$ cat config.mk
export PLATFORM = sky130hd
export DESIGN_NAME = rgbpwm_top
export DESIGN_NICKNAME = d
export VERILOG_FILES = /design/src/design/rgbpwm_pkg.sv /design/src/design/rgbpwm_fifo.sv /design/src/design/rgbpwm_chan.sv /design/src/design/rgbpwm_top.sv
export SDC_FILE = /design/constraint.sdc
export NUM_CORES = 2
export LEC_CHECK = 0
export BUFFER_PORTS_ARGS = -buffer_cell sky130_fd_sc_hd__buf_4
export CAP_MARGIN = 30
export CORE_MARGIN = 2
export CORE_UTILIZATION = 30
export CTS_CLUSTER_DIAMETER = 150
export CTS_CLUSTER_SIZE = 28
export DETAILED_ROUTE_END_ITERATION = 8
export PLACE_DENSITY = 0.51
export SYNTH_ARGS = -nofsm -noshare
export SYNTH_HDL_FRONTEND = slang
export SYNTH_SLANG_ARGS = --single-unit
$ cat constraint.sdc
create_clock -name clk -period 13.2 [get_ports clk]
set_input_delay 0 -clock clk [delete_from_list [all_inputs] [get_ports clk]]
set_output_delay 0 -clock clk [all_outputs]
set_load 0.1 [all_outputs]
$ cat src/design/rgbpwm_pkg.sv
// ==========================================================
// shared constants for the rgb pwm block
package rgbpwm_pkg;

  // ==========================================================
  // apb register map
  localparam logic [7:0] OFS_CTRL   = 8'h00; // control
  localparam logic [7:0] OFS_STATUS = 8'h04; // status
  localparam logic [7:0] OFS_GS_A   = 8'h08; // gray value a
  localparam logic [7:0] OFS_GS_B   = 8'h0C; // gray value b
  localparam logic [7:0] OFS_GS_C   = 8'h10; // gray value c
  localparam logic [7:0] OFS_DC8    = 8'h14; // 8-bit corrections
  localparam logic [7:0] OFS_DC6    = 8'h18; // 6-bit corrections

  // field positions
  localparam int CTRL_EXT_BIT   = 0;  // external count clock select
  localparam int ST_MODE16_BIT  = 0;  // 16-bit mode active
  localparam int ST_OVF_BIT     = 1;  // sticky bit overflow
  localparam int ST_FRAMES_LSB  = 8;  // frame counter
  localparam int ST_LEVEL_LSB   = 16; // fifo level
  localparam int DC_LANE        = 8;  // lane width of packed dc

  // ==========================================================
  // serial headers and payload sizes
  localparam logic [5:0] HDR_GS16 = 6'h3F; // 16-bit gray data
  localparam logic [5:0] HDR_GS10 = 6'h2B; // 10-bit gray data
  localparam logic [5:0] HDR_DC8  = 6'h33; // 8-bit correction
  localparam logic [5:0] HDR_DC6  = 6'h27; // 6-bit correction
  localparam logic [5:0] HDR_LAST = 6'h05; // index of last header bit
  localparam logic [5:0] LEN_GS16 = 6'h30; // 3 x 16 bits
  localparam logic [5:0] LEN_GS10 = 6'h1E; // 3 x 10 bits
  localparam logic [5:0] LEN_DC8  = 6'h18; // 3 x 8 bits
  localparam logic [5:0] LEN_DC6  = 6'h12; // 3 x 6 bits

  // ==========================================================
  // correction defaults and pwm geometry
  localparam logic [7:0] DC8_DEF  = 8'hFF; // full scale 8-bit
  localparam logic [5:0] DC6_DEF  = 6'h3F; // full scale 6-bit
  localparam int         SEG_BITS = 6;     // 64 segments
  localparam int         POS_BITS = 10;    // 1024 clocks per segment
  localparam int         FIFO_DEPTH = 32;  // bit buffer depth

  // payload kind
  typedef enum logic [1:0] {
    K_GS16 = 2'h0,
    K_GS10 = 2'h1,
    K_DC8  = 2'h2,
    K_DC6  = 2'h3
  } rgbpwm_kind_e;

  // parser states, gray coded along the path
  typedef enum logic [1:0] {
    P_IDLE  = 2'h0,
    P_HDR   = 2'h1,
    P_DATA  = 2'h3,
    P_APPLY = 2'h2
  } rgbpwm_pst_e;

endpackage

$ cat src/design/rgbpwm_fifo.sv
`timescale 1ns/10ps
// ==========================================================
// synchronous fifo, valid/ready both sides
module rgbpwm_fifo #(
  parameter int W     = 1,
  parameter int DEPTH = 32
) (
  input  wire logic                       clk,
  input  wire logic                       srst,
  input  wire logic                       clk_en,
  input  wire logic                       in_valid,
  output logic                            in_ready,
  input  wire logic [W-1:0]               in_data,
  output logic                            out_valid,
  input  wire logic                       out_ready,
  output logic [W-1:0]                    out_data,
  output logic [$clog2(DEPTH):0]          level
);
  localparam int AW = $clog2(DEPTH);

  // all fifo state
  typedef struct packed {
    logic [DEPTH-1:0][W-1:0] mem; // storage
    logic [AW-1:0]           wp;  // write pointer
    logic [AW-1:0]           rp;  // read pointer
    logic [AW:0]             cnt; // fill level
  } rgbpwm_fifo_s;

  rgbpwm_fifo_s st_r;
  rgbpwm_fifo_s st_nxt;
  logic         do_push; // accepted write
  logic         do_pop;  // accepted read

  // honest flags from the level
  assign in_ready  = (st_r.cnt != (AW+1)'(DEPTH));
  assign out_valid = (st_r.cnt != '0);
  assign out_data  = st_r.mem[st_r.rp];
  assign level     = st_r.cnt;
  assign do_push   = in_valid & in_ready;
  assign do_pop    = out_valid & out_ready;

  // next state
  always_comb begin
    st_nxt = st_r;
    if (do_push) begin
      st_nxt.mem[st_r.wp] = in_data;
      st_nxt.wp           = st_r.wp + 1'b1;
    end
    if (do_pop) begin
      st_nxt.rp = st_r.rp + 1'b1;
    end
    // level tracks push minus pop
    if (do_push && !do_pop) begin
      st_nxt.cnt = st_r.cnt + 1'b1;
    end else if (do_pop && !do_push) begin
      st_nxt.cnt = st_r.cnt - 1'b1;
    end
  end

  // state register, frozen without enable
  always_ff @(posedge clk) begin
    if (srst) begin
      st_r <= '0;
    end else if (clk_en) begin
      st_r <= st_nxt;
    end
  end
endmodule

$ cat src/design/rgbpwm_chan.sv
`timescale 1ns/10ps
// ==========================================================
// one output channel: corrected duty and segment compare
module rgbpwm_chan
  import rgbpwm_pkg::*;
(
  input  wire logic        clk,
  input  wire logic        srst,
  input  wire logic        clk_en,
  input  wire logic        mode16,
  input  wire logic [15:0] gray,
  input  wire logic [7:0]  dc8,
  input  wire logic [5:0]  dc6,
  input  wire logic [15:0] cnt,
  output logic             sink
);
  // channel state
  typedef struct packed {
    logic sink; // sink on
  } rgbpwm_chan_s;

  rgbpwm_chan_s st_r;
  rgbpwm_chan_s st_nxt;
  logic [24:0]  p16;  // gray x (dc8+1)
  logic [16:0]  p10;  // gray10 x (dc6+1)
  logic [15:0]  v16;  // corrected 16-bit value
  logic [9:0]   v10;  // corrected 10-bit value
  logic [10:0]  lim;  // on clocks in current segment

  assign sink = st_r.sink;

  // duty scaling and compare
  always_comb begin
    st_nxt = st_r;
    p16 = 25'(gray) * 25'({1'b0, dc8} + 9'h001);
    v16 = p16[23:8];
    p10 = 17'(gray[9:0]) * 17'({1'b0, dc6} + 7'h01);
    v10 = p10[15:6];
    // base per segment plus one for the first remainder segments
    lim = {1'b0, v16[15:SEG_BITS]}
        + ((cnt[15:POS_BITS] < v16[SEG_BITS-1:0]) ? 11'h001 : 11'h000);
    if (mode16) begin
      st_nxt.sink = ({1'b0, cnt[POS_BITS-1:0]} < lim);
    end else begin
      st_nxt.sink = (cnt[POS_BITS-1:0] < v10);
    end
  end

  // output register
  always_ff @(posedge clk) begin
    if (srst) begin
      st_r <= '0;
    end else if (clk_en) begin
      st_r <= st_nxt;
    end
  end
endmodule

$ cat src/design/rgbpwm_top.sv
// Local design decisions: register access over APB and the register offsets.
`timescale 1ns/10ps
// What this block does, and what its controller sends
// sample serial data on serial clock fall
// support 16-bit and 10-bit gray modes
// 16-bit mode splits on-time over 64 segments
// 10-bit mode uses one contiguous pulse
// default count clock is internal tick
// count clock selectable internal or external
// repeat periods with held values
// valid new data restarts the period
// correction 8-bit or 6-bit by mode
// controller sends correction before gray data
// 16-bit duty gray/65536 times (dc+1)/256
// 8-bit correction resets to 255
// 6-bit correction resets to 63
// correction keeps segmented refresh rate
// 10-bit duty gray/1024 times (dc+1)/64
// 64 segments of 1024, spread evenly
// header check after a one bit
// controller sends last device data first
module rgbpwm_top
  import rgbpwm_pkg::*;
(
  input  wire logic        clk,
  input  wire logic        srst,
  input  wire logic        clk_en,
  // apb slave
  input  wire logic        psel,
  input  wire logic        penable,
  input  wire logic        pwrite,
  input  wire logic [7:0]  paddr,
  input  wire logic [31:0] pwdata,
  output logic [31:0]      prdata,
  output logic             pready,
  output logic             pslverr,
  // serial link pins and external count clock input
  input  wire logic        serial_clock_in,
  input  wire logic        serial_data_in,
  output logic             forwarded_data_out,
  input  wire logic        external_count_clock_in,
  // led sinks, high means on
  output logic             channel_a_sink,
  output logic             channel_b_sink,
  output logic             channel_c_sink
);

  // ==========================================================
  // state
  typedef struct packed {
    logic [1:0]       ck_sy;   // serial clock sync, [0] first
    logic             ck_d;    // serial clock delayed
    logic [1:0]       sd_sy;   // serial data sync, [0] first
    logic [1:0]       ex_sy;   // external count clock sync
    logic             ex_d;    // external clock delayed
    logic             fwd;     // forwarded data
    logic             ext_sel; // count clock select
    logic             ovf;     // sticky fifo overflow
    logic [7:0]       frames;  // accepted gray sets
    logic             mode16;  // 16-bit gray mode active
    rgbpwm_pst_e      pst;     // parser state
    rgbpwm_kind_e     kind;    // payload kind
    logic [5:0]       hdr;     // header shifter
    logic [5:0]       bitcnt;  // bits in field
    logic [47:0]      shreg;   // payload shifter
    logic [2:0][15:0] gs;      // gray values a,b,c
    logic [2:0][7:0]  dc8;     // 8-bit corrections
    logic [2:0][5:0]  dc6;     // 6-bit corrections
    logic [15:0]      cnt;     // pwm counter
    logic [31:0]      rdata;   // apb read data
    logic             err;     // apb error
  } rgbpwm_top_s;

  rgbpwm_top_s st_r;
  rgbpwm_top_s st_nxt;

  // fifo hookup, pwm tick, apb phases and channel sinks
  logic        fall;       // serial clock falling edge
  logic        in_ready;   // fifo has room
  logic        out_valid;  // bit waiting
  logic        out_ready;  // parser takes bit
  logic [0:0]  out_bit;    // bit at fifo head
  logic [5:0]  level;      // fifo fill
  logic        take;       // bit consumed now
  logic        tick;       // pwm count enable
  logic        setup;      // apb setup phase
  logic        wr_acc;     // apb write access
  logic [2:0]  chan_sink;  // sink per channel

  // ==========================================================
  // payload length per kind
  function automatic logic [5:0] len_of(input rgbpwm_kind_e k);
    logic [5:0] l;
    l = LEN_GS16;
    case (k)
      K_GS16: l = LEN_GS16;
      K_GS10: l = LEN_GS10;
      K_DC8:  l = LEN_DC8;
      default: l = LEN_DC6;
    endcase
    return l;
  endfunction

  // ==========================================================
  // glue
  // edge from second and delayed stages only
  assign fall      = st_r.ck_d & ~st_r.ck_sy[1];
  assign out_ready = (st_r.pst != P_APPLY);   // stall while committing
  assign take      = out_valid & out_ready;
  // internal tick every clock, external on its rising edge
  assign tick      = st_r.ext_sel ? (st_r.ex_sy[1] & ~st_r.ex_d) : 1'b1;
  assign setup     = psel & ~penable;
  assign wr_acc    = psel & penable & pwrite;
  assign pready    = 1'b1;  // zero wait states
  assign prdata    = st_r.rdata;
  assign pslverr   = st_r.err & psel & penable;
  assign forwarded_data_out = st_r.fwd;
  assign channel_a_sink = chan_sink[0];
  assign channel_b_sink = chan_sink[1];
  assign channel_c_sink = chan_sink[2];

  // ==========================================================
  // bit buffer between pin sampler and parser
  rgbpwm_fifo #(
    .W     (1),
    .DEPTH (FIFO_DEPTH)
  ) u_fifo (
    .clk       (clk),
    .srst      (srst),
    .clk_en    (clk_en),
    .in_valid  (fall),
    .in_ready  (in_ready),
    .in_data   (st_r.sd_sy[1]),
    .out_valid (out_valid),
    .out_ready (out_ready),
    .out_data  (out_bit),
    .level     (level)
  );

  // ==========================================================
  // one compare unit per channel
  genvar gi;
  generate
    for (gi = 0; gi < 3; gi++) begin : g_ch
      rgbpwm_chan u_chan (
        .clk    (clk),
        .srst   (srst),
        .clk_en (clk_en),
        .mode16 (st_r.mode16),
        .gray   (st_r.gs[gi]),
        .dc8    (st_r.dc8[gi]),
        .dc6    (st_r.dc6[gi]),
        .cnt    (st_r.cnt),
        .sink   (chan_sink[gi])
      );
    end
  endgenerate

  // ==========================================================
  // next state
  always_comb begin
    st_nxt = st_r;

    // pin synchronisers
    st_nxt.ck_sy = {st_r.ck_sy[0], serial_clock_in};
    st_nxt.ck_d  = st_r.ck_sy[1];
    st_nxt.sd_sy = {st_r.sd_sy[0], serial_data_in};
    st_nxt.ex_sy = {st_r.ex_sy[0], external_count_clock_in};
    st_nxt.ex_d  = st_r.ex_sy[1];
    st_nxt.fwd   = st_r.sd_sy[1];

    // pwm counter free runs, wraps per mode
    if (tick) begin
      if (st_r.mode16) begin
        st_nxt.cnt = st_r.cnt + 16'h0001;
      end else begin
        st_nxt.cnt = {6'h00, st_r.cnt[9:0] + 10'h001};
      end
    end

    // overflow when a sampled bit finds no room
    if (fall && !in_ready) begin
      st_nxt.ovf = 1'b1;
    end

    // parser, one bit per take
    case (st_r.pst)
      P_IDLE: begin
        // a one bit opens a header
        if (take && out_bit[0]) begin
          st_nxt.hdr    = 6'h01;
          st_nxt.bitcnt = 6'h01;
          st_nxt.pst    = P_HDR;
        end
      end
      P_HDR: begin
        if (take) begin
          st_nxt.hdr    = {st_r.hdr[4:0], out_bit[0]};
          st_nxt.bitcnt = st_r.bitcnt + 6'h01;
          if (st_r.bitcnt == HDR_LAST) begin
            st_nxt.bitcnt = 6'h00;
            st_nxt.shreg  = '0;
            st_nxt.pst    = P_DATA;
            // header decode, mismatch waits for next one
            if (st_nxt.hdr == HDR_GS16) begin
              st_nxt.kind = K_GS16;
            end else if (st_nxt.hdr == HDR_GS10) begin
              st_nxt.kind = K_GS10;
            end else if (st_nxt.hdr == HDR_DC8) begin
              st_nxt.kind = K_DC8;
            end else if (st_nxt.hdr == HDR_DC6) begin
              st_nxt.kind = K_DC6;
            end else begin
              st_nxt.pst = P_IDLE;
            end
          end
        end
      end
      P_DATA: begin
        // msb first, channel c then b then a
        if (take) begin
          st_nxt.shreg  = {st_r.shreg[46:0], out_bit[0]};
          st_nxt.bitcnt = st_r.bitcnt + 6'h01;
          if (st_nxt.bitcnt == len_of(st_r.kind)) begin
            st_nxt.pst = P_APPLY;
          end
        end
      end
      P_APPLY: begin
        // commit the payload
        st_nxt.pst = P_IDLE;
        case (st_r.kind)
          K_GS16: begin
            st_nxt.gs[2]  = st_r.shreg[47:32];
            st_nxt.gs[1]  = st_r.shreg[31:16];
            st_nxt.gs[0]  = st_r.shreg[15:0];
            st_nxt.mode16 = 1'b1;
            st_nxt.cnt    = 16'h0000;
            st_nxt.frames = st_r.frames + 8'h01;
          end
          K_GS10: begin
            st_nxt.gs[2]  = {6'h00, st_r.shreg[29:20]};
            st_nxt.gs[1]  = {6'h00, st_r.shreg[19:10]};
            st_nxt.gs[0]  = {6'h00, st_r.shreg[9:0]};
            st_nxt.mode16 = 1'b0;
            st_nxt.cnt    = 16'h0000;
            st_nxt.frames = st_r.frames + 8'h01;
          end
          K_DC8: begin
            st_nxt.dc8[2] = st_r.shreg[23:16];
            st_nxt.dc8[1] = st_r.shreg[15:8];
            st_nxt.dc8[0] = st_r.shreg[7:0];
          end
          default: begin
            st_nxt.dc6[2] = st_r.shreg[17:12];
            st_nxt.dc6[1] = st_r.shreg[11:6];
            st_nxt.dc6[0] = st_r.shreg[5:0];
          end
        endcase
      end
      default: begin
        st_nxt.pst = P_IDLE;
      end
    endcase

    // apb write at the access edge
    if (wr_acc) begin
      if (paddr == OFS_CTRL) begin
        st_nxt.ext_sel = pwdata[CTRL_EXT_BIT];
      end else if (paddr == OFS_STATUS) begin
        // write one clears, a new overflow wins
        if (pwdata[ST_OVF_BIT] && !(fall && !in_ready)) begin
          st_nxt.ovf = 1'b0;
        end
      end
    end

    // apb read data and decode latched in setup
    if (setup) begin
      st_nxt.rdata = 32'h0000_0000;
      st_nxt.err   = 1'b0;
      if (paddr == OFS_CTRL) begin
        st_nxt.rdata[CTRL_EXT_BIT] = st_r.ext_sel;
      end else if (paddr == OFS_STATUS) begin
        st_nxt.rdata[ST_MODE16_BIT] = st_r.mode16;
        st_nxt.rdata[ST_OVF_BIT]    = st_r.ovf;
        st_nxt.rdata[ST_FRAMES_LSB +: 8] = st_r.frames;
        st_nxt.rdata[ST_LEVEL_LSB +: 6]  = level;
      end else if (paddr == OFS_GS_A) begin
        st_nxt.rdata[15:0] = st_r.gs[0];
      end else if (paddr == OFS_GS_B) begin
        st_nxt.rdata[15:0] = st_r.gs[1];
      end else if (paddr == OFS_GS_C) begin
        st_nxt.rdata[15:0] = st_r.gs[2];
      end else if (paddr == OFS_DC8) begin
        st_nxt.rdata[3*DC_LANE-1:0] = st_r.dc8;
      end else if (paddr == OFS_DC6) begin
        st_nxt.rdata[DC_LANE*0 +: 6] = st_r.dc6[0];
        st_nxt.rdata[DC_LANE*1 +: 6] = st_r.dc6[1];
        st_nxt.rdata[DC_LANE*2 +: 6] = st_r.dc6[2];
      end else begin
        st_nxt.err = 1'b1;  // unmapped
      end
    end
  end

  // ==========================================================
  // state register, frozen without enable
  always_ff @(posedge clk) begin
    if (srst) begin
      st_r        <= '0;
      st_r.dc8    <= {3{DC8_DEF}};
      st_r.dc6    <= {3{DC6_DEF}};
      st_r.mode16 <= 1'b1;
    end else if (clk_en) begin
      st_r <= st_nxt;
    end
  end
endmodule

==> flow_metrics.env <==
export IMPL_regArea_um2=5310
export IMPL_drt_iter0_drc=1534
export IMPL_syn_area_per_cell_um2=8.34
export IMPL_mostFrequentLayoutCells="nand2_1 (631), inv_1 (509), fa_1 (403), ha_1 (310), dfxtp_1 (264)"
export IMPL_cp_arrival_ns=9.62
export IMPL_cpPeakStageDelay_ns=0.86
export IMPL_rows=121
export IMPL_cts_repair_resized=0
export IMPL_grt_max_degree=88
export IMPL_p_leak_nw=16.2
export IMPL_syn_area_um2=33100
export IMPL_nets=4647
export IMPL_rsz0062_at_grt="false"
export IMPL_cts_setup_buffers=0
export IMPL_syn2layout_area_growth_pct=7.48
export IMPL_start_kind="flop"
export IMPL_layout_drive_gt1_share_pct=5.12
export IMPL_synth_edf_count=0
export IMPL_synth_mux_area_share_pct=2.50
export IMPL_die_w_um=336
export IMPL_setup_viol=0
export IMPL_synth_fa_ha_area_share_pct=36.1
export IMPL_grt_use_total_pct=16.9
export IMPL_ys_seq_elements=265
export IMPL_cts_htree_levels=1
export IMPL_path_class="flop to flop"
export IMPL_crit_buf_inv=2
export IMPL_finalCritPeriodShare_pct=69.8
export IMPL_worst_pin_slew_ns=1.03
export IMPL_fin_skew_ns=0.0270
export IMPL_grt_overflow_total=0
export IMPL_hold_class="input pin to flop"
export IMPL_worstSkewPairLatency_ns=0.51
export IMPL_status="complete, no violations"
export IMPL_tritoncts="yes"
export IMPL_ir_worst_vdd_mv=0.0760
export IMPL_die_h_um=336
export IMPL_synth_xor_area_share_pct=4.95
export IMPL_critPathSlowestCell="dfxtp_1"
export IMPL_ys_flop_type="dfxtp_1"
export IMPL_multi_input_area_um2=24900
export IMPL_avgRoutedWirePerCell_um=17.7
export IMPL_core_area_um2=109000
export IMPL_setup_tns_ns=0
export IMPL_yosys_area_share_simple_pct=21.9
export IMPL_ant_nets=0
export IMPL_end_kind="flop"
export IMPL_post_route_drc_count=0
export IMPL_synth_top_family_by_area="adder cells"
export IMPL_crit_fanout=20
export IMPL_crit_path_frequent_cell="ha_1"
export IMPL_num_vias=25983
export IMPL_clkSlewWorstSetupHoldPaths_ns=0.13
export IMPL_fillCellCount=11614
export IMPL_fp_dieArea_um2=113000
export IMPL_layout_commonest_cell="nand2_1"
export IMPL_drt_pass1_iterations=6
export IMPL_clkSinkCount=265
export IMPL_period_needed_ns=9.21
export IMPL_cp_depth=34
export IMPL_worstRegToRegCells=34
export IMPL_synth_seq_area_share_pct=16.0
export IMPL_synth_compound_area_share_pct=9.44
export IMPL_relSlewSlack_pct=30.9
export IMPL_io_pins=87
export IMPL_maxCapViolCount=0
export IMPL_finalWorstSetupSlack_ns=3.99
export IMPL_powerDensity_nw_per_um2=42.3
export IMPL_fin_hold_ws_ns=0.0174
export IMPL_portBuffers=47
export IMPL_drt_wl_total_um=94700
export IMPL_start_util_pct=30.3
export IMPL_cpLargestDelayFamily="adder cells"
export IMPL_synth_top_area_share_pct=24.4
export IMPL_async_reset_ff_share_pct=0
export IMPL_grt_pass1_vias=26086
export IMPL_crit_required_ns=13.60
export IMPL_hold_viol_final=0
export IMPL_yosysTopAreaCell="fa_1"
export IMPL_yosys_warnings=0
export IMPL_synth_top_cells_by_area="fa_1 (24%), dfxtp_1 (16%), ha_1 (12%)"
export IMPL_cts_buffers=13
export IMPL_clock_path_buffers=3
export IMPL_preCtsSetupSlack_ns=3.92
export IMPL_grt_pass1_wl_um=152000
export IMPL_antenna_found_initial=2
export IMPL_syn_inst=3968
export IMPL_hpwl_um=72400
export IMPL_root_buffer="clkbuf_16"
export IMPL_hold_depth=2
export IMPL_cts_hold_buf=10
export IMPL_gp_congestion=0.805
export IMPL_synth_distinct_cells=85
export IMPL_drv_slew=0
export IMPL_clock_fmax_mhz=109
export IMPL_vias_per_cell=4.85
final cells by class:
class                   count  share of cell area, %
inverters                 510                   5.38
well taps                1476                   5.19
clock buffers              14                  0.925
diodes                      1                0.00704
repair buffers            141                   3.37
flip-flops and latches    265                   14.9
clock inverters             2                 0.0704
multi-input cells        2953                   70.1
sequential cells by signal, indices dropped and copies added (netlist names):
signal and cells:
forwarded_data_out 1, g_ch.u_chan.sink 3, prdata 24, st_nxt 6, st_r 183, u_fifo.level 6
u_fifo.st_r 42
per-layer routing:
| metal | up-vias | wire [um] | global-route usage (%) |
|---|---|---|---|
| met5 | - | 7 | 0 |
| met4 | 2 | 2070 | 3.22 |
| met3 | 86 | 3510 | 1.30 |
| met2 | 458 | 42800 | 27.5 |
| met1 | 12919 | 46400 | 24.5 |
| li1 | 12518 | - | - |
cells in the mapped netlist, drive strengths merged, types with 8 or more instances:
cell,instances
a211oi,38
a21o,55
a21oi,177
a221oi,10
a22oi,16
and2,219
and3,20
buf,46
clkbuf,201
dfxtp,265
fa,403
ha,311
inv,509
mux2,8
mux2i,51
mux4,10
nand2,632
nand2b,68
nand3,115
nand3b,68
nand4,33
nor2,216
nor2b,34
nor3,34
nor3b,10
o211ai,11
o21a,15
o21ai,71
o21bai,9
o41ai,8
or3,8
xnor2,115
xor2,72
report_power, final:
group | internal [mW] | switching (mW)
clock network | 0.186 | 0.285
logic | 0.0822 | 0.113
registers | 0.813 | 0.0261
worst register-to-register path, delay by kind of cell (launching register included):
| kind | cells | cell delay, ns |
|---|---|---|
| fa+ha+maj | 9 | 3.07 |
| compound gates | 10 | 2.12 |
| simple gates | 10 | 1.94 |
| xor+xnor | 3 | 1.01 |
| flops | 1 | 0.86 |
| buf+inv | 2 | 0.10 |
logic make-up (layout without fill, tap and decap cells):
logic type                 after synthesis  in the layout
DFF                                    265            265
other                                    2             10
xor gates and xnor gates               187            187
buffers and inverters                  757            667
AOI/OAI and AO/OA                      476            476
and+or+nand+nor                       1498           1498
adders and majority gates              714            714
muxes                                   69             69
per-stage QoR:
step	std cells	total power, mW	instance area (um2)	utilization, %
floorplan	3975	1.00	33100	-
global placement	5323	1.05	34900	32.0
detailed placement	5333	1.05	35100	32.1
CTS	5359	1.52	35500	32.6
global route	5362	1.56	35600	32.6
finish	5362	1.50	35600	32.6
path summary, 6_finish.rpt:
kind | from | end | slack, ns
max | st_r[75] | g_ch[1].u_chan.sink | 3.99
min | srst | prdata[7] | 0.02
max reg2reg | st_r[75] | g_ch[1].u_chan.sink | 3.99
min reg2reg | u_fifo.st_r[26] | u_fifo.st_r[26] | 0.46
(Power assumes the default switching activity.)
